### config.mk
export PLATFORM = sky130hd
export DESIGN_NAME = vdsc_top
export DESIGN_NICKNAME = d
export VERILOG_FILES = /design/src/common/vdsc_pkg.sv /design/src/vdsc_top.sv /design/src/vdsc_mode_capture.sv
export SDC_FILE = /design/constraint.sdc
export NUM_CORES = 1
export LEC_CHECK = 0
export BUFFER_PORTS_ARGS = -buffer_cell sky130_fd_sc_hd__buf_2
export CORE_AREA = 2 2 90 92
export CTS_BUF_LIST = sky130_fd_sc_hd__clkbuf_4 sky130_fd_sc_hd__clkbuf_8
export DETAILED_ROUTE_END_ITERATION = 10
export DIE_AREA = 0 0 92 94
export PLACE_DENSITY = 0.82
export SETUP_SLACK_MARGIN = 0.05
export SYNTH_ARGS = -nofsm -noshare
export SYNTH_HDL_FRONTEND = slang
export SYNTH_SLANG_ARGS = --single-unit
### constraint.sdc
create_clock -name clk_sys_i -period 1.4 [get_ports clk_sys_i]
set_input_delay 0.14 -clock clk_sys_i [delete_from_list [all_inputs] [get_ports clk_sys_i]]
set_output_delay 0.14 -clock clk_sys_i [all_outputs]
set_load 0.02 [all_outputs]
### src/common/vdsc_pkg.sv
// shared constants and types of the video dac input sync controller
package vdsc_pkg;
  // width of each dac code path
  localparam int DATA_W = 10;
  // blanking codes
  localparam logic [9:0] CODE_ZERO = 10'h000;
  localparam logic [9:0] CODE_MID = 10'h200;
  // register bus
  localparam int ADR_W = 8;
  localparam logic [7:0] REG_CTRL = 8'h00;
  localparam logic [7:0] REG_STATUS = 8'h04;
  // control register fields
  localparam int CTRL_LATE_VARIANT_BIT = 0;
  localparam int CTRL_FORCE_QUIET_BIT = 1;
  localparam logic CTRL_LATE_VARIANT_RST = 1'b0;
  localparam logic CTRL_FORCE_QUIET_RST = 1'b0;
  // status register fields
  localparam int STAT_SEL_B_BIT = 0;
  localparam int STAT_SEL_A_BIT = 1;
  localparam int STAT_ALL_CH_BIT = 2;
  localparam int STAT_QUIET_BIT = 3;
  localparam int STAT_PULSE_BIT = 4;
  // reset values of the captured mode bits
  localparam logic SEL_B_RST = 1'b0;
  localparam logic ALL_CH_RST = 1'b0;
  // demultiplexer phases
  localparam logic [1:0] PH_0 = 2'h0;
  localparam logic [1:0] PH_1 = 2'h1;
  localparam logic [1:0] PH_2 = 2'h2;
  localparam logic [1:0] PH_3 = 2'h3;
  localparam logic [1:0] PH_STEP = 2'h1;
  // input formats
  typedef enum logic [3:0] {
    VDSC_FMT_RGB444 = 4'b0001,
    VDSC_FMT_YCC444 = 4'b0010,
    VDSC_FMT_422_2X = 4'b0100,
    VDSC_FMT_422_1X = 4'b1000
  } vdsc_fmt_t;
endpackage

### src/vdsc_top.sv
// video dac input front end: sampling, demultiplexing, blanking and pulse insertion
`timescale 1ns/1ps
// What this block does
// - red/cr bus is ten bits, bit 0 lsb
// - sampled pulse insert forces pulse level first
// - pulse on luma only, or all channels
// - polarity bit picks pulse above or below blank
// - polarity ignored outside pulse insertion
// - two select bits choose one of four formats
// - 4:4:4 captures all buses every clock
// - 2x10 luma each clock, chroma half rate
// - 2x10 red bus alternates cb then cr
// - 1x10 luma bus carries cb y cr y
// - 1x10 luma every two, chroma every four
// - luma blanking code is zero
// - early variant chroma blank follows channel select
// - later variant chroma blank always mid code
// - sampled quiet level forces blanking level
// - format select a used unsampled, continuously
// - shared pin captured second edge after transition
module vdsc_top #(
  parameter int DATA_W = vdsc_pkg::DATA_W
) (
  input wire logic clk_sys_i,
  input wire logic rst_b_i,
  // pixel and control inputs
  input wire logic [DATA_W-1:0] red_cr_in_i,
  input wire logic [DATA_W-1:0] green_luma_in_i,
  input wire logic [DATA_W-1:0] blue_cb_in_i,
  input wire logic quiet_level_n_i,
  input wire logic pulse_insert_n_i,
  input wire logic pulse_polarity_hi_i,
  input wire logic format_sel_a_i,
  input wire logic format_sel_b_shared_i,
  // dac codes and pulse current controls
  output logic [DATA_W-1:0] red_cr_out_o,
  output logic [DATA_W-1:0] green_luma_out_o,
  output logic [DATA_W-1:0] blue_cb_out_o,
  output logic [2:0] pulse_on_o,
  output logic pulse_high_o,
  // wishbone slave
  input wire logic wb_cyc_i,
  input wire logic wb_stb_i,
  input wire logic wb_we_i,
  input wire logic [vdsc_pkg::ADR_W-1:0] wb_adr_i,
  input wire logic [31:0] wb_dat_i,
  input wire logic [3:0] wb_sel_i,
  output logic [31:0] wb_dat_o,
  output logic wb_ack_o
);
  localparam logic [DATA_W-1:0] BLK_ZERO = DATA_W'(vdsc_pkg::CODE_ZERO);
  localparam logic [DATA_W-1:0] BLK_MID = DATA_W'(vdsc_pkg::CODE_MID);

  // sampled inputs, first pipeline stage
  logic [DATA_W-1:0] red_s_r;
  logic [DATA_W-1:0] green_s_r;
  logic [DATA_W-1:0] blue_s_r;
  logic quiet_n_s_r;
  logic pulse_n_s_r;
  logic polarity_s_r;
  logic [1:0] phase_r;
  // mode state
  logic format_sel_b;
  logic pulse_on_all_channels;
  vdsc_pkg::vdsc_fmt_t fmt;
  // register state
  logic late_variant_r;
  logic force_quiet_r;
  logic [31:0] status;
  logic req;
  // output stage helpers
  logic quiet_act;
  logic pulse_act;
  logic [DATA_W-1:0] chroma_blank;

  // map the two select bits to a format
  function automatic vdsc_pkg::vdsc_fmt_t fmt_decode(input logic sel_a, input logic sel_b);
    vdsc_pkg::vdsc_fmt_t f;
    f = vdsc_pkg::VDSC_FMT_RGB444;
    case ({sel_a, sel_b})
      2'b00: f = vdsc_pkg::VDSC_FMT_RGB444;
      2'b01: f = vdsc_pkg::VDSC_FMT_YCC444;
      2'b10: f = vdsc_pkg::VDSC_FMT_422_2X;
      default: f = vdsc_pkg::VDSC_FMT_422_1X;
    endcase
    return f;
  endfunction

  // select a is read straight from the pin, select b from its capture
  assign fmt = fmt_decode(format_sel_a_i, format_sel_b);

  vdsc_mode_capture u_mode_capture (
    .clk_sys_i(clk_sys_i),
    .rst_b_i(rst_b_i),
    .pulse_insert_n_s_i(pulse_n_s_r),
    .format_sel_b_shared_i(format_sel_b_shared_i),
    .format_sel_b_o(format_sel_b),
    .pulse_on_all_channels_o(pulse_on_all_channels)
  );

  // first stage: every bus and the quiet, pulse and polarity controls sampled on each rising edge
  always_ff @(posedge clk_sys_i or negedge rst_b_i) begin
    if (!rst_b_i) begin
      red_s_r <= BLK_ZERO;
      green_s_r <= BLK_ZERO;
      blue_s_r <= BLK_ZERO;
      quiet_n_s_r <= 1'b0;
      pulse_n_s_r <= 1'b1;
      polarity_s_r <= 1'b0;
    end else begin
      red_s_r <= red_cr_in_i;
      green_s_r <= green_luma_in_i;
      blue_s_r <= blue_cb_in_i;
      quiet_n_s_r <= quiet_level_n_i;
      pulse_n_s_r <= pulse_insert_n_i;
      polarity_s_r <= pulse_polarity_hi_i;
    end
  end

  // phase of the sample held in the first stage; zero on the first after release
  always_ff @(posedge clk_sys_i or negedge rst_b_i) begin
    if (!rst_b_i) begin
      phase_r <= vdsc_pkg::PH_0;
    end else if (!quiet_level_n_i || !quiet_n_s_r) begin
      phase_r <= vdsc_pkg::PH_0;
    end else begin
      phase_r <= phase_r + vdsc_pkg::PH_STEP;
    end
  end

  // blanking and pulse decisions for the sample in the first stage
  assign quiet_act = !quiet_n_s_r || force_quiet_r;
  assign pulse_act = !pulse_n_s_r;
  assign chroma_blank = (late_variant_r || pulse_on_all_channels) ? BLK_MID : BLK_ZERO;

  // pulse current controls, aligned with the codes
  always_ff @(posedge clk_sys_i or negedge rst_b_i) begin
    if (!rst_b_i) begin
      pulse_on_o <= 3'b000;
      pulse_high_o <= 1'b0;
    end else begin
      pulse_on_o[1] <= pulse_act;
      pulse_on_o[0] <= pulse_act && pulse_on_all_channels;
      pulse_on_o[2] <= pulse_act && pulse_on_all_channels;
      pulse_high_o <= pulse_act && polarity_s_r;
    end
  end

  // luma path: blank level under pulse or quiet, else per format
  always_ff @(posedge clk_sys_i or negedge rst_b_i) begin
    if (!rst_b_i) begin
      green_luma_out_o <= BLK_ZERO;
    end else if (pulse_act || quiet_act) begin
      green_luma_out_o <= BLK_ZERO;
    end else begin
      case (fmt)
        vdsc_pkg::VDSC_FMT_422_1X: begin
          if (phase_r == vdsc_pkg::PH_1 || phase_r == vdsc_pkg::PH_3) begin
            green_luma_out_o <= green_s_r;
          end
        end
        default: begin
          green_luma_out_o <= green_s_r;
        end
      endcase
    end
  end

  // chroma paths: demultiplex per format
  always_ff @(posedge clk_sys_i or negedge rst_b_i) begin
    if (!rst_b_i) begin
      red_cr_out_o <= BLK_ZERO;
      blue_cb_out_o <= BLK_ZERO;
    end else if (pulse_act || quiet_act) begin
      red_cr_out_o <= chroma_blank;
      blue_cb_out_o <= chroma_blank;
    end else begin
      case (fmt)
        vdsc_pkg::VDSC_FMT_RGB444, vdsc_pkg::VDSC_FMT_YCC444: begin
          red_cr_out_o <= red_s_r;
          blue_cb_out_o <= blue_s_r;
        end
        vdsc_pkg::VDSC_FMT_422_2X: begin
          if (!phase_r[0]) begin
            blue_cb_out_o <= red_s_r;
          end else begin
            red_cr_out_o <= red_s_r;
          end
        end
        vdsc_pkg::VDSC_FMT_422_1X: begin
          if (phase_r == vdsc_pkg::PH_0) begin
            blue_cb_out_o <= green_s_r;
          end else if (phase_r == vdsc_pkg::PH_2) begin
            red_cr_out_o <= green_s_r;
          end
        end
        default: begin
          red_cr_out_o <= chroma_blank;
          blue_cb_out_o <= chroma_blank;
        end
      endcase
    end
  end

  // wishbone: one wait state, ack for one cycle per request
  assign req = wb_cyc_i && wb_stb_i && !wb_ack_o;

  always_ff @(posedge clk_sys_i or negedge rst_b_i) begin
    if (!rst_b_i) begin
      wb_ack_o <= 1'b0;
    end else begin
      wb_ack_o <= req;
    end
  end

  // control register write
  always_ff @(posedge clk_sys_i or negedge rst_b_i) begin
    if (!rst_b_i) begin
      late_variant_r <= vdsc_pkg::CTRL_LATE_VARIANT_RST;
      force_quiet_r <= vdsc_pkg::CTRL_FORCE_QUIET_RST;
    end else if (req && wb_we_i && wb_sel_i[0] && wb_adr_i == vdsc_pkg::REG_CTRL) begin
      late_variant_r <= wb_dat_i[vdsc_pkg::CTRL_LATE_VARIANT_BIT];
      force_quiet_r <= wb_dat_i[vdsc_pkg::CTRL_FORCE_QUIET_BIT];
    end
  end

  // live status word
  always_comb begin
    status = 32'h0000_0000;
    status[vdsc_pkg::STAT_SEL_B_BIT] = format_sel_b;
    status[vdsc_pkg::STAT_SEL_A_BIT] = format_sel_a_i;
    status[vdsc_pkg::STAT_ALL_CH_BIT] = pulse_on_all_channels;
    status[vdsc_pkg::STAT_QUIET_BIT] = quiet_act;
    status[vdsc_pkg::STAT_PULSE_BIT] = pulse_act;
  end

  // read data, registered with the ack; unmapped reads give zero
  always_ff @(posedge clk_sys_i or negedge rst_b_i) begin
    if (!rst_b_i) begin
      wb_dat_o <= 32'h0000_0000;
    end else if (req && !wb_we_i) begin
      case (wb_adr_i)
        vdsc_pkg::REG_CTRL: begin
          wb_dat_o <= 32'h0000_0000;
          wb_dat_o[vdsc_pkg::CTRL_LATE_VARIANT_BIT] <= late_variant_r;
          wb_dat_o[vdsc_pkg::CTRL_FORCE_QUIET_BIT] <= force_quiet_r;
        end
        vdsc_pkg::REG_STATUS: begin
          wb_dat_o <= status;
        end
        default: begin
          wb_dat_o <= 32'h0000_0000;
        end
      endcase
    end
  end
endmodule

### src/vdsc_mode_capture.sv
// capture of the shared mode pin after each pulse insert transition
`timescale 1ns/1ps
module vdsc_mode_capture (
  input wire logic clk_sys_i,
  input wire logic rst_b_i,
  input wire logic pulse_insert_n_s_i,
  input wire logic format_sel_b_shared_i,
  output logic format_sel_b_o,
  output logic pulse_on_all_channels_o
);
  logic pulse_prev_r;
  logic edge_seen;

  // a difference between the sampled level and its copy marks the second edge
  assign edge_seen = pulse_insert_n_s_i ^ pulse_prev_r;

  // delayed copy of the sampled pulse insert level
  always_ff @(posedge clk_sys_i or negedge rst_b_i) begin
    if (!rst_b_i) begin
      pulse_prev_r <= 1'b1;
    end else begin
      pulse_prev_r <= pulse_insert_n_s_i;
    end
  end

  // rising transition stores the format bit, falling the channel select
  always_ff @(posedge clk_sys_i or negedge rst_b_i) begin
    if (!rst_b_i) begin
      format_sel_b_o <= vdsc_pkg::SEL_B_RST;
      pulse_on_all_channels_o <= vdsc_pkg::ALL_CH_RST;
    end else if (edge_seen) begin
      if (pulse_insert_n_s_i) begin
        format_sel_b_o <= format_sel_b_shared_i;
      end else begin
        pulse_on_all_channels_o <= format_sel_b_shared_i;
      end
    end
  end
endmodule

After elaboration in Yosys (flattened, before gate mapping) --
Index checks and enable logic that the tools add are counted.
Storage, ports and cells: bits in registers 107, input bits 84, output and inout bits 67, logic and storage cells 80
Operators by class: add/sub/neg operators 1, eq/ne operators 16, mux-type cells 16, bitwise logic cells 2, reduce and logical (&&, ||, !) cells 26
Operator list (count):
- 10-bit 2-to-1 mux | 11
- 10-bit one-hot mux with 3 select lines | 2
- 3-bit inequality test (second input constant) | 6
- 4-bit one-hot mux with 3 select lines | 1
- 5-bit one-hot mux with 2 select lines | 1
- 8-bit by 3-bit == test with 1-bit output (second input constant) | 1
- 1-bit logical AND | 8
- 8-bit logical NOT | 1
- 2-bit == test (second input constant) | 3
- 2-bit AND reduction | 3
- 1-bit logical NOT | 5
- 1-bit logical OR | 5
- 2-bit by 1-bit == test with 1-bit output (second input constant) | 2
- 4-bit by 1-bit == test with 1-bit output (second input constant) | 1
- 4-bit by 2-bit == test with 1-bit output (second input constant) | 1
- 4-bit by 3-bit == test with 1-bit output (second input constant) | 1
- 4-bit == test (second input constant) | 1
- 2-bit logical NOT | 2
- 3-bit AND reduction | 1
- 2-bit by 1-bit adder with 2-bit output (second input constant) | 1
- 2-bit 2-to-1 mux | 1
- 2-bit OR reduction | 1
- 1-bit inverter | 1
- 1-bit bitwise XOR | 1

Logic depth before layout (Yosys ltp) --
Gate-level depths: netlist of run 1.
word-level depth 6, depth in mapped cells 7, gate-level depth less buffers 6

Modules after synthesis --
A second synthesis of run 1 with hierarchy kept.
Unflattened totals: cells, all modules 295, area, all modules 3271.9 sq um
By module, submodules not included:
- vdsc_top | times used 1, cells an instance 288, area an instance 3156.8 sq um
- vdsc_mode_capture | times used 1, cells an instance 7, area an instance 115.1 sq um

Worst setup path after synthesis of run 1 --
No wires, ideal clock.
kind register to register, from register phase_r[0], to register red_cr_out_o[8], library setup time 0.099 ns, data arrival time 1.473 ns, required time 1.301 ns, path slack -0.173 ns, stages on the path, launching flop included 8, buffers on the path 1, cell sequence dfrtp_1 inv_1 ha_1 nand2_1 o221ai_4 buf_4 nor2_1 a311oi_1
On the way: word-level cells in the longest chain between the ends 3, elaborated cells between the ends (all ways) 6, those cells by class eq/ne: 4; reduce/logical: 2
Ends and longest elaborated chain:
- from (decl) | line vdsc_top.sv:61 | logic [1:0] phase_r;
- from (signal assigned) | line vdsc_top.sv:123 | phase_r <= vdsc_pkg::PH_0;
- from (signal assigned) | line vdsc_top.sv:125 | phase_r <= vdsc_pkg::PH_0;
- from (signal assigned) | line vdsc_top.sv:127 | phase_r <= phase_r + vdsc_pkg::PH_STEP;
- 2-bit == test / 2-bit logical NOT (equally long branches) | line vdsc_top.sv:193, vdsc_top.sv:191
- 3-bit inequality test (no source line)
- 3-bit AND reduction (no source line) *
- to (signal assigned) | line vdsc_top.sv:187 | red_cr_out_o <= red_s_r;
- to (signal assigned) | line vdsc_top.sv:194 | red_cr_out_o <= green_s_r;
- to (signal assigned) | line vdsc_top.sv:198 | red_cr_out_o <= chroma_blank;
- to (decl) | line vdsc_top.sv:36 | output logic [DATA_W-1:0] red_cr_out_o,
Every way passes the cells marked *; elsewhere a longest branch is shown, timed or not. A chain may end at the register's enable or synchronous reset.

Worst setup path after layout of run 1 --
from register phase_r[1], to register red_cr_out_o[5]
Same word-level chain as after synthesis.

==> results.rst, run 1 <==
.. list-table::
   :header-rows: 1

   * - Metric
     - Value
   * - Status
     - finished, violations left
   * - Failing checks
     - negative setup slack
   * - Hold path cells
     - 2
   * - Yosys warning count
     - 0
   * - Critical Path Sink Type
     - flop
   * - Worst Slack Setup Final
     - -0.159 ns
   * - Most used standard cell by instance count after synthesis
     - dfrtp_1
   * - Required time reported for the critical path endpoint
     - 1.66 ns
   * - Horiz. Die Dim
     - 92 um
   * - Leakage power
     - 2.32 nW
   * - Pin count of the biggest net entering global routing
     - 67
   * - Start of the worst register-to-register path
     - phase_r[1]$_DFF_PN0_
   * - Ant diodes
     - 0
   * - Synth top cells by count
     - 77 x dfrtp_1, 52 x nand2_1, 29 x buf_4
   * - Fin. Hold Viols
     - 0
   * - Slowest stage delay, CP
     - 0.42 ns
   * - Data arrival, critical path
     - 1.82 ns
   * - Synth async-reset ratio
     - 100%
   * - Detailed-placement wirelength estimate
     - 5130 um
   * - Total number of placement rows
     - 32
   * - Hold_ws
     - 0.0267 ns
   * - Setup slack on the worst flop-to-flop path
     - -0.16 ns
   * - Cell area after placement
     - 0.00390 sq mm
   * - First-pass GRT wire length
     - 12800 um
   * - Post-Layout Inst Area
     - 0.00468 sq mm
   * - Ratio of final minimum period to clock period
     - 111%
   * - GRT busiest layer
     - met2
   * - Number of vias per cell
     - 4.88
   * - Number of clock buffers inserted by TritonCTS
     - 9
   * - Fraction of layout instances using a drive strength above 1
     - 38.3%
   * - Power after layout
     - 5.08 mW
   * - Placer congestion estimate
     - 0.835
   * - CP Cell Sequence
     - buf_4 > ha_4 > nand2_4 > o221ai_4 > buf_12 > buf_16 > a311oi_2
   * - Via count of the first global-routing pass
     - 2627
   * - Cell at the root of the clock tree
     - clkbuf_8
   * - P per Cell Area
     - 1080 mW/mm^2
   * - Endpoint with the worst hold slack
     - late_variant_r$_DFFE_PN0P_
   * - Mean instance size in the synthesized netlist
     - 11.1 sq um
   * - Hold Path Class
     - in2reg
   * - Most frequently used flop master after synthesis
     - dfrtp_1
   * - Classification of the worst setup path
     - reg2reg
   * - Total Negative Setup Slacks
     - -2.21 ns
   * - Reg-to-reg endpoint
     - red_cr_out_o[5]$_DFFE_PN0P_
   * - Buffers on Ports
     - 90
   * - Area used by multi-input combinational logic
     - 0.00127 sq mm
   * - Post-DRT Antenna Nets
     - 0
   * - Number of cells on the worst reg-to-reg path
     - 7
   * - Final Setup Violations
     - 21
   * - Via count of the routed design
     - 2673
   * - Cell Area, Synth
     - 0.00327 sq mm
   * - Number of different library cells in the post-synthesis netlist
     - 36
   * - Top cell type's share of synthesized area
     - 58.8%
   * - Library cell with the largest summed area after synthesis
     - dfrtp_1
   * - DRT Wirelength
     - 8000 um
   * - Core area
     - 0.00761 sq mm
   * - Number of nets in the final layout
     - 529
   * - Max-cap viol count
     - 0
   * - Count of mapped cells out of synthesis
     - 296
   * - Met2 demand-to-capacity share in global routing
     - 33.6%
   * - Met1 capacity usage during global routing
     - 23.3%
   * - Area growth syn-to-layout
     - 42.9%
   * - Met3 track demand over resource in global routing
     - 4.65%
   * - # IOs
     - 151
   * - Clock tree from TritonCTS
     - built
   * - Combined flip-flop and latch cell area
     - 0.00198 sq mm
   * - Number of iterations in the first detailed-routing pass
     - 4
   * - Maximum root-to-sink buffer count
     - 2
   * - CTS H-Tree Depth
     - 3
   * - Height of the chip
     - 94 um
   * - # clock sinks
     - 79
   * - Clock transition time at the flip-flop clock pins of the worst setup and hold paths
     - 0.09 ns
   * - Startpoint of the most critical hold path
     - wb_dat_i[0]
   * - Flop and latch count out of synthesis
     - 79
   * - Number of synthesized flops with an enable pin
     - 0
   * - Total global routing track utilization
     - 19.4%
   * - Dominant cells by area after synthesis
     - dfrtp_1 59%, buf_4 6.6%, nand2_1 6.0%, mux2i_1 4.0%, o21ai_0 3.4%
   * - Worst setup SP type
     - flop
   * - Maximum clock rate
     - 0.641 GHz
   * - Count of unresolved DRC violations after routing
     - 0
   * - # fillers
     - 610
   * - Final worst path period need
     - 1.56 ns
   * - Clock latency at the later pin of the worst-skew pair
     - 0.36 ns
   * - Worst IR drop on VDD
     - 816 uV
   * - Slowest stage cell, crit path
     - dfrtp_1
   * - Total global routing overflow
     - 0
   * - Initial antenna violation count
     - 0
   * - Avg WL per Cell
     - 14.6 um
   * - Proportion of synthesized chip area in sequential cells
     - 60.5%
   * - Die footprint
     - 0.00865 sq mm
   * - Maximum fanout count along the critical path
     - 8
   * - Number of design-rule violations left by the first detailed-router iteration
     - 162
   * - Largest clock skew in the final design
     - 0.0119 ns
   * - Fin. max-slew vios
     - 0
   * - Initial Util
     - 43.0%
   * - RSZ-0062 raised after global routing
     - true
-- power breakdown --
group	leakage (nW)	total [mW]	switching [mW]	internal, mW
sequential	0.995	2.48	0.0795	2.40
clock	0.0998	1.68	0.856	0.826
combinational	1.23	0.915	0.517	0.397
total	2.32	5.08	1.45	3.62
-- cell usage in the layout, fill, tap and decap left out, types with 4 or more instances in the layout --
cell type      netlist  final
mux2i_1             13     13
a21oi_2              0      7
o21ai_0             22     14
nor2_1              11      9
buf_12               0      5
nand2_1             52     51
buf_2                4     89
clkbuf_8             0      9
a21oi_1             13      6
buf_6                0      4
dlygate4sd3_1        0     35
a311oi_2             0      8
nand3_1             18     18
dfrtp_1             77     76
buf_4               29     16
o21ai_1              0      8
conb_1               1     27
-- flip-flops by register name, indices dropped and copies added (netlist names), 2 cells and up --
name	flops
blue_cb_out_o	10
blue_s_r	10
green_luma_out_o	10
green_s_r	10
red_cr_out_o	10
red_s_r	10
wb_dat_o	5
phase_r	2
pulse_on_o	2
-- cells by family (layout without fill, tap and decap cells) --
logic type                 count (synthesis)  count (layout)  share of synthesized area, %
DFF                                       79              79                          60.5
buffers and inverters                     47             170                          8.86
other                                      1              27                         0.115
AOI/OAI and AO/OA                         51              51                          10.1
adders and majority gates                  4               4                          1.53
and+or+nand+nor                           98              99                          13.9
muxes                                     16              16                          5.01
-- per-layer routing --
metal,up-vias,share of wire [%]
met3,16,6.8
li1,1241,-
met5,-,0
met2,127,51
met4,0,2.1
met1,1289,40
-- worst max-delay path, delay by kind of cell (launching register included) --
kind,cells,cell delay [ns]
simple gates,1,0.07
buf+inv,3,0.45
compound gates,2,0.37
flops,1,0.42
fa+ha+maj,1,0.16
-- worst max path at each step --
stage                               startpoint                           end  cells past startpoint
after floorplan           phase_r[0]$_DFF_PN0_   red_cr_out_o[8]$_DFFE_PN0P_                      7
after global placement    phase_r[0]$_DFF_PN0_  blue_cb_out_o[6]$_DFFE_PN0P_                      6
after detailed placement  phase_r[0]$_DFF_PN0_  blue_cb_out_o[7]$_DFFE_PN0P_                      6
after CTS                 phase_r[0]$_DFF_PN0_   red_cr_out_o[0]$_DFFE_PN0P_                      6
after global routing      phase_r[0]$_DFF_PN0_   red_cr_out_o[9]$_DFFE_PN0P_                      7
final                     phase_r[1]$_DFF_PN0_   red_cr_out_o[5]$_DFFE_PN0P_                      7
-- per-stage QoR --
step / utilization (%) / cells / setup WS, ns
after global routing: 61.5 / 548 / -0.204
after floorplan: - / 322 / -0.0624
after detailed placement: 51.3 / 491 / -0.166
after global placement: 51.3 / 491 / -0.127
final: 61.5 / 548 / -0.159
after CTS: 60.3 / 546 / -0.134
-- cell type report --
class / count / share of cell area (%)
Sequential cell: 79 / 42.3
Multi-Input combinational cell: 197 / 27.2
Tap cell: 102 / 2.73
Inverter: 4 / 0.374
Clock inverter: 7 / 1.50
Timing Repair Buffer: 150 / 23.3
Clock buffer: 9 / 2.65
-- repair_timing --
| item | in CTS | in global routing |
|---|---|---|
| pin swaps | 11 | 3 |
| gates resized for setup | 27 | 17 |
| setup endpoints to repair | 32 | 32 |
| hold buffers | 35 | 0 |
| endpoints found under the hold margin | 112 | 0 |
| setup buffers | 1 | 2 |
| gates cloned | 3 | 0 |
No activity file was read; power rests on OpenSTA's default activity.
==> run 2, diff against run 1 <==
--- a/config.mk
+++ b/config.mk
@@ -11,6 +11,7 @@
 export DETAILED_ROUTE_END_ITERATION = 10
 export DIE_AREA = 0 0 92 94
 export PLACE_DENSITY = 0.82
+export RECOVER_POWER = 100
 export SETUP_SLACK_MARGIN = 0.05
 export SYNTH_ARGS = -nofsm -noshare
 export SYNTH_HDL_FRONTEND = slang
==> constraint.sdc (replaced) <==
create_clock -name clk_sys_i -period 1.37 [get_ports clk_sys_i]
set_input_delay 0.137 -clock clk_sys_i [delete_from_list [all_inputs] [get_ports clk_sys_i]]
set_output_delay 0.137 -clock clk_sys_i [all_outputs]
set_load 0.02 [all_outputs]
==> run 2 against run 1 <==
The flow still finishes with violations (negative setup slack). Sequential share of layout area rose by 0.12 points. Die area did not move. Fmax rose by 2.1%. Flip-flop and latch count did not move. Cell count rose by 0.36%. Routed wire length fell by 0.14%. Utilization fell by 0.21 points. Sequential power rose by 2%. Count of clock-buffer cells in the layout rose by 2. Largest power group unchanged. Via count fell by 0.49%. Combinational power rose by 1%. Register-to-register slack barely moved.
==> results.rst, run 2 (synthesized netlist as in run 1, its figures left out) <==
.. list-table::
   :header-rows: 1

   * - Metric
     - Value
   * - Switching share of total power
     - 27.0% (-1.6 points)
   * - Total global routing overflow
     - 0 (unchanged)
   * - Total Negative Setup Slacks
     - -2.61 ns (-0.404 ns)
   * - Worst Slack Setup Final
     - -0.156 ns (+0.00278 ns)
   * - Switching power
     - 1.45 mW (about the same)
   * - Via count of the routed design
     - 2660 (-0.49%)
   * - Critical Path Sink Type
     - flop
   * - Initial antenna violation count
     - 0 (unchanged)
   * - Cell at the root of the clock tree
     - clkbuf_8
   * - Core area
     - 0.00761 sq mm (unchanged)
   * - Most frequent cells in the layout
     - 77 x dfrtp_1, 51 x nand2_1, 47 x buf_2
   * - Total number of placement rows
     - 32 (unchanged)
   * - Detailed-placement wirelength estimate
     - 5170 um (+0.70%)
   * - Post-DRT Antenna Nets
     - 0 (unchanged)
   * - # IOs
     - 151 (unchanged)
   * - Ant diodes
     - 0 (unchanged)
   * - RSZ-0062 raised after global routing
     - true
   * - Via count of the first global-routing pass
     - 2653 (+0.99%)
   * - Failing checks
     - negative setup slack
   * - Slowest stage delay, CP
     - 0.44 ns (+0.02 ns)
   * - Most common cell after layout, fill and taps aside
     - dfrtp_1
   * - Worst IR drop on VDD
     - 771 uV (-5.5%)
   * - Post-placement setup slack
     - -0.207 ns (-0.0411 ns)
   * - Clock tree from TritonCTS
     - built
   * - Part of the power in combinational logic
     - 17.3% (-0.7 points)
   * - Required time reported for the critical path endpoint
     - 1.65 ns (about the same)
   * - P per Cell Area
     - 1150 mW/mm^2 (+6.1%)
   * - Buffers on Ports
     - 90 (unchanged)
   * - Number of vias per cell
     - 4.84 (-0.85%)
   * - Count of unresolved DRC violations after routing
     - 0 (unchanged)
   * - Number of iterations in the first detailed-routing pass
     - 4 (unchanged)
   * - Hold Path Class
     - in2reg
   * - Horiz. Die Dim
     - 92 um (unchanged)
   * - Data arrival, critical path
     - 1.81 ns (about the same)
   * - Post-Layout Inst Area
     - 0.00466 sq mm (-0.35%)
   * - Pin count of the biggest net entering global routing
     - 30 (-55%)
   * - # clock sinks
     - 79 (unchanged)
   * - Internal power contribution
     - 3.92 mW (+8.1%)
   * - Area growth syn-to-layout
     - 42.5%
   * - Avg WL per Cell
     - 14.5 um (-0.50%)
   * - Status
     - finished, violations left
   * - Slew margin rel.
     - 56.3%
   * - DRT Wirelength
     - 7990 um (-0.14%)
   * - Clock transition time at the flip-flop clock pins of the worst setup and hold paths
     - 0.08 ns (about the same)
   * - Classification of the worst setup path
     - reg2reg
   * - Final Setup Violations
     - 30 (+43%)
   * - Max-cap viol count
     - 0 (unchanged)
   * - Number of nets in the final layout
     - 531 (+0.38%)
   * - Number of design-rule violations left by the first detailed-router iteration
     - 148 (-8.6%)
   * - Combined flip-flop and latch cell area
     - 0.00198 sq mm (about the same)
   * - Initial Util
     - 43.0% (unchanged)
   * - Cell area after placement
     - 0.00394 sq mm (+0.90%)
   * - Proportion of power drawn by flip-flops and latches
     - 47.2% (-1.7 points)
   * - Leakage power
     - 2.18 nW (-6.1%)
   * - Fin. max-slew vios
     - 0 (unchanged)
   * - Maximum clock rate
     - 0.655 GHz (+2.1%)
   * - Total global routing track utilization
     - 18.6% (-0.80 points)
   * - Die footprint
     - 0.00865 sq mm (unchanged)
   * - Slowest stage cell, crit path
     - dfrtp_1
   * - First-pass GRT wire length
     - 12400 um (-3.4%)
   * - Number of clock buffers inserted by TritonCTS
     - 9 (unchanged)
   * - Clock latency at the later pin of the worst-skew pair
     - 0.35 ns (about the same)
   * - Placer congestion estimate
     - 0.873 (+4.6%)
   * - Crit path buf inv count
     - 2 (-1)
   * - Kind of cell with the highest combined delay on the critical path
     - compound AO/OA/AOI/OAI gates
   * - Slew at the pin with the worst max-slew slack
     - 0.656 ns
   * - Clk network pwr share
     - 35.5% (+2.4 points)
   * - Height of the chip
     - 94 um (unchanged)
   * - Maximum root-to-sink buffer count
     - 2 (unchanged)
   * - Area used by multi-input combinational logic
     - 0.00129 sq mm (+1.1%)
   * - Fraction of layout instances using a drive strength above 1
     - 29.9% (-8.4 points)
   * - Final worst path period need
     - 1.53 ns (-0.0328 ns)
   * - # fillers
     - 650 (+6.6%)
   * - Ratio of final minimum period to clock period
     - 111% (about the same)
   * - CTS H-Tree Depth
     - 3 (unchanged)
   * - Largest clock skew in the final design
     - 0.0121 ns (+0.000269 ns)
   * - Worst setup SP type
     - flop
   * - Maximum fanout count along the critical path
     - 4 (-4)
   * - Fin. Hold Viols
     - 0 (unchanged)
   * - CP Cell Sequence
     - inv_2 > ha_4 > nand2_2 > o211a_1 > buf_6 > a211o_1 > a21oi_2
==> run 2: cell type report <==
type	instances	area share, %
sequential	79	42.4
multi-input combinational	196	27.6
timing repair buffer	153	22.2
clock buffer	11	2.98
tap	102	2.74
clock inverter	5	1.77
inverter	4	0.322
==> run 2: final timing paths <==
kind,startpoint,end,slack (ns),depth (start not counted)
setup / recovery,phase_r[0]$_DFF_PN0_,blue_cb_out_o[9]$_DFFE_PN0P_,-0.16,7
hold / removal,wb_dat_i[0],late_variant_r$_DFFE_PN0P_,0.02,2
setup reg to reg,phase_r[0]$_DFF_PN0_,blue_cb_out_o[9]$_DFFE_PN0P_,-0.16,7
hold reg to reg,polarity_s_r$_DFF_PN0_,pulse_high_o$_DFF_PN0_,0.48,1
max in group asynchronous,rst_b_i,u_mode_capture.pulse_prev_r$_DFF_PN1_,0.08,3
min in group asynchronous,rst_b_i,blue_s_r[9]$_DFF_PN0_,0.34,2
==> run 2: per-stage QoR <==
step | cells | power [mW] | utilization (%) | hold slack (ns)
2_1_floorplan | 322 | 3.05 | - | -0.159
6_report | 550 | 5.37 | 61.3 | 0.0212
5_1_grt | 550 | 5.60 | 61.3 | 0.00863
3_5_place_dp | 494 | 3.34 | 51.8 | 0.0792
3_3_place_gp | 494 | 3.31 | 51.8 | 0.0689
4_1_cts | 549 | 5.38 | 61.5 | 0.00635
==> run 2: timing repair <==
action	CTS	global route
endpoints found under the hold margin	58	0
gates cloned	2	1
buffers inserted	2	0
setup endpoints to repair	30	36
hold buffers	35	0
pin swaps	15	7
resized for setup	35	23
==> run 2: power groups by stage <==
stage	registers [mW]	logic, mW	clock network, mW
finish	2.53	0.927	1.91
global route	2.55	1.00	2.04
CTS	2.53	0.918	1.93
detailed placement	2.57	0.765	0
global placement	2.57	0.746	0
floorplan	2.63	0.418	0
==> run 2: layer usage <==
metal / vias to the layer above / GRT usage (%) / wire, um
met5: - / 0 / 0
met4: 0 / 6.84 / 133
met1: 1288 / 21.8 / 3130
li1: 1241 / - / -
met2: 118 / 33.9 / 4270
met3: 13 / 3.61 / 451
==> run 3, diff against run 2 <==
--- a/config.mk
+++ b/config.mk
@@ -6,13 +6,13 @@
 export NUM_CORES = 1
 export LEC_CHECK = 0
 export BUFFER_PORTS_ARGS = -buffer_cell sky130_fd_sc_hd__buf_2
-export CORE_AREA = 2 2 90 92
+export CORE_AREA = 2 2 89 91
 export CTS_BUF_LIST = sky130_fd_sc_hd__clkbuf_4 sky130_fd_sc_hd__clkbuf_8
 export DETAILED_ROUTE_END_ITERATION = 10
-export DIE_AREA = 0 0 92 94
-export PLACE_DENSITY = 0.82
+export DIE_AREA = 0 0 91 93
+export PLACE_DENSITY = 0.81
 export RECOVER_POWER = 100
-export SETUP_SLACK_MARGIN = 0.05
+export SETUP_SLACK_MARGIN = 0.15
 export SYNTH_ARGS = -nofsm -noshare
 export SYNTH_HDL_FRONTEND = slang
 export SYNTH_SLANG_ARGS = --single-unit
==> constraint.sdc (replaced) <==
create_clock -name clk_sys_i -period 1.95 [get_ports clk_sys_i]
set_input_delay 0.195 -clock clk_sys_i [delete_from_list [all_inputs] [get_ports clk_sys_i]]
set_output_delay 0.195 -clock clk_sys_i [all_outputs]
set_load 0.02 [all_outputs]
==> run 3 against run 2 <==
The run now ends clean. Worst hold slack better by 0.048 ns. Fmax down 9.6%. Routed wire length down 9.7%.
==> results.rst, run 3 (synthesized netlist as in run 1, its figures left out) <==
.. list-table::
   :header-rows: 1

   * - Metric
     - Value
   * - Post-CTS Repair Setup Buffers
     - 0 (-2)
   * - Fin. Hold Viols
     - 0 (unchanged)
   * - Area used by multi-input combinational logic
     - 0.00111 sq mm (-14%)
   * - Post-DRT Antenna Nets
     - 0 (unchanged)
   * - Maximum fanout count along the critical path
     - 18 (+14)
   * - Final worst path period need
     - 1.69 ns (+0.162 ns)
   * - Total global routing track utilization
     - 18.0% (-0.57 points)
   * - Die footprint
     - 0.00846 sq mm (-2.1%)
   * - # clock sinks
     - 79 (unchanged)
   * - Most frequent cells in the layout
     - 77 x dfrtp_1, 52 x nand2_1, 46 x buf_2
   * - Slew margin rel.
     - 30.9% (-25 points)
   * - Max-cap viol count
     - 0 (unchanged)
   * - Worst setup SP type
     - flop
   * - Maximum clock rate
     - 0.592 GHz (-9.6%)
   * - Clock transition time at the flip-flop clock pins of the worst setup and hold paths
     - 0.08 ns (about the same)
   * - CP Cell Sequence
     - inv_1 > ha_1 > nand2_1 > o221ai_4 > buf_8 > nor2_1 > a311oi_2
   * - Leakage power
     - 2.02 nW (-7.5%)
   * - Number of design-rule violations left by the first detailed-router iteration
     - 123 (-17%)
   * - Most common cell after layout, fill and taps aside
     - dfrtp_1
   * - Combined flip-flop and latch cell area
     - 0.00198 sq mm (unchanged)
   * - Crit path buf inv count
     - 2 (unchanged)
   * - Buffers on Ports
     - 90 (unchanged)
   * - Met2 routed wirelength
     - 3640 um (-15%)
   * - Maximum root-to-sink buffer count
     - 2 (unchanged)
   * - Fraction of layout instances using a drive strength above 1
     - 19.0% (-11 points)
   * - Required time reported for the critical path endpoint
     - 2.20 ns (+0.55 ns)
   * - Core area
     - 0.00753 sq mm (-1.1%)
   * - Status
     - finished, final reports clean
   * - Initial antenna violation count
     - 0 (unchanged)
   * - Clock latency at the later pin of the worst-skew pair
     - 0.35 ns (about the same)
   * - Slowest stage cell, crit path
     - dfrtp_1
   * - Hold Path Class
     - in2reg
   * - Number of vias per cell
     - 4.82 (-0.41%)
   * - Highest signal layer in the routed design
     - met4
   * - Ratio of final minimum period to clock period
     - 86.6% (-25 points)
   * - Number of iterations in the first detailed-routing pass
     - 5 (+1)
   * - Total Negative Setup Slacks
     - 0 ns (+2.61 ns)
   * - Number of nets in the final layout
     - 512 (-3.6%)
   * - Length of routed wiring on met1
     - 2880 um (-7.8%)
   * - Final Setup Violations
     - 0 (-100%)
   * - Area growth syn-to-layout
     - 29.5%
   * - Fin. max-slew vios
     - 0 (unchanged)
   * - First-pass GRT wire length
     - 11700 um (-5.1%)
   * - Horiz. Die Dim
     - 91 um (-1.1%)
   * - Pin count of the biggest net entering global routing
     - 80 (+170%)
   * - Worst IR drop on VDD
     - 473 uV (-39%)
   * - Initial Util
     - 43.5% (+0.46 points)
   * - Slowest stage delay, CP
     - 0.42 ns (-0.02 ns)
   * - Clock tree from TritonCTS
     - built
   * - Cell at the root of the clock tree
     - clkbuf_8
   * - Slew at the pin with the worst max-slew slack
     - 1.04 ns (+0.381 ns)
   * - Total global routing overflow
     - 0 (unchanged)
   * - # IOs
     - 151 (unchanged)
   * - Classification of the worst setup path
     - reg2reg
   * - # fillers
     - 676 (+4.0%)
   * - Total number of placement rows
     - 32 (unchanged)
   * - Detailed-placement wirelength estimate
     - 4910 um (-5.0%)
   * - Ant diodes
     - 0 (unchanged)
   * - Via count of the routed design
     - 2548 (-4.2%)
   * - Met3 WL post-DR
     - 421 um (-6.7%)
   * - Count of unresolved DRC violations after routing
     - 0 (unchanged)
   * - P per Cell Area
     - 822 mW/mm^2 (-29%)
   * - Avg WL per Cell
     - 13.6 um (-6.1%)
   * - Placer congestion estimate
     - 0.854 (-2.2%)
   * - Via count of the first global-routing pass
     - 2488 (-6.2%)
   * - CTS H-Tree Depth
     - 3 (unchanged)
   * - Height of the chip
     - 93 um (-1.1%)
   * - Kind of cell with the highest combined delay on the critical path
     - compound AO/OA/AOI/OAI gates
   * - Number of clock buffers inserted by TritonCTS
     - 9 (unchanged)
   * - RSZ-0062 raised after global routing
     - false
   * - Data arrival, critical path
     - 1.93 ns (+0.12 ns)
   * - Power after layout
     - 3.49 mW (-35%)
   * - DRT Wirelength
     - 7210 um (-9.7%)
   * - Largest clock skew in the final design
     - 0.0119 ns (-0.000264 ns)
   * - Critical Path Sink Type
     - flop
[run 3: layout make-up]
| type | instances | share of cell area [%] |
|---|---|---|
| inverters | 4 | 0.354 |
| multi-input cells | 196 | 26.2 |
| clock inverters | 3 | 1.03 |
| flip-flops and latches | 79 | 46.7 |
| repair buffers | 134 | 19.3 |
| clock buffers | 11 | 3.42 |
| well taps | 102 | 3.01 |
[run 3: power by group]
| group | switching, mW | total (mW) | leakage, nW | internal (mW) |
|---|---|---|---|---|
| clock network | 0.556 | 1.18 | 0.0991 | 0.629 |
| registers | 0.0598 | 1.78 | 0.996 | 1.72 |
| logic | 0.320 | 0.518 | 0.925 | 0.197 |
[run 3: per-stage QoR]
stage	std cells	util (%)	instance area, sq um	hold slack (ns)	worst slack [ns]
2_1_floorplan	322	-	3370	-0.101	0.377
3_3_place_gp	481	50.0	3760	0.249	0.312
3_5_place_dp	481	50.0	3760	0.252	0.268
4_1_cts	529	57.0	4290	0.0570	0.257
5_1_grt	529	56.3	4240	0.0540	0.0771
6_report	529	56.3	4240	0.0693	0.262
[run 3: worst paths after layout]
path / to / depth (start not counted) / startpoint / slack [ns]
worst max-delay path: red_cr_out_o[8]$_DFFE_PN0P_ / 7 / phase_r[0]$_DFF_PN0_ / 0.26
worst min-delay path: force_quiet_r$_DFFE_PN0P_ / 2 / wb_dat_i[1] / 0.07
worst max register to register: red_cr_out_o[8]$_DFFE_PN0P_ / 7 / phase_r[0]$_DFF_PN0_ / 0.26
worst min register to register: pulse_high_o$_DFF_PN0_ / 1 / polarity_s_r$_DFF_PN0_ / 0.47
max in group asynchronous: red_cr_out_o[3]$_DFFE_PN0P_ / 3 / rst_b_i / 0.59
min in group asynchronous: pulse_on_o[1]$_DFF_PN0_ / 3 / rst_b_i / 0.71
[run 3: repair_timing]
item	in CTS	in global routing
hold buffers	34	0
gates resized for setup	0	4
endpoints found under the setup margin	0	9
endpoints found under the hold margin	110	0
[run 3: metal layers]
metal | up-vias | GRT usage [%]
met5 | - | 0
met4 | 0 | 10.4
met3 | 19 | 3.79
met2 | 115 | 31.4
met1 | 1207 | 20.7
li1 | 1207 | -
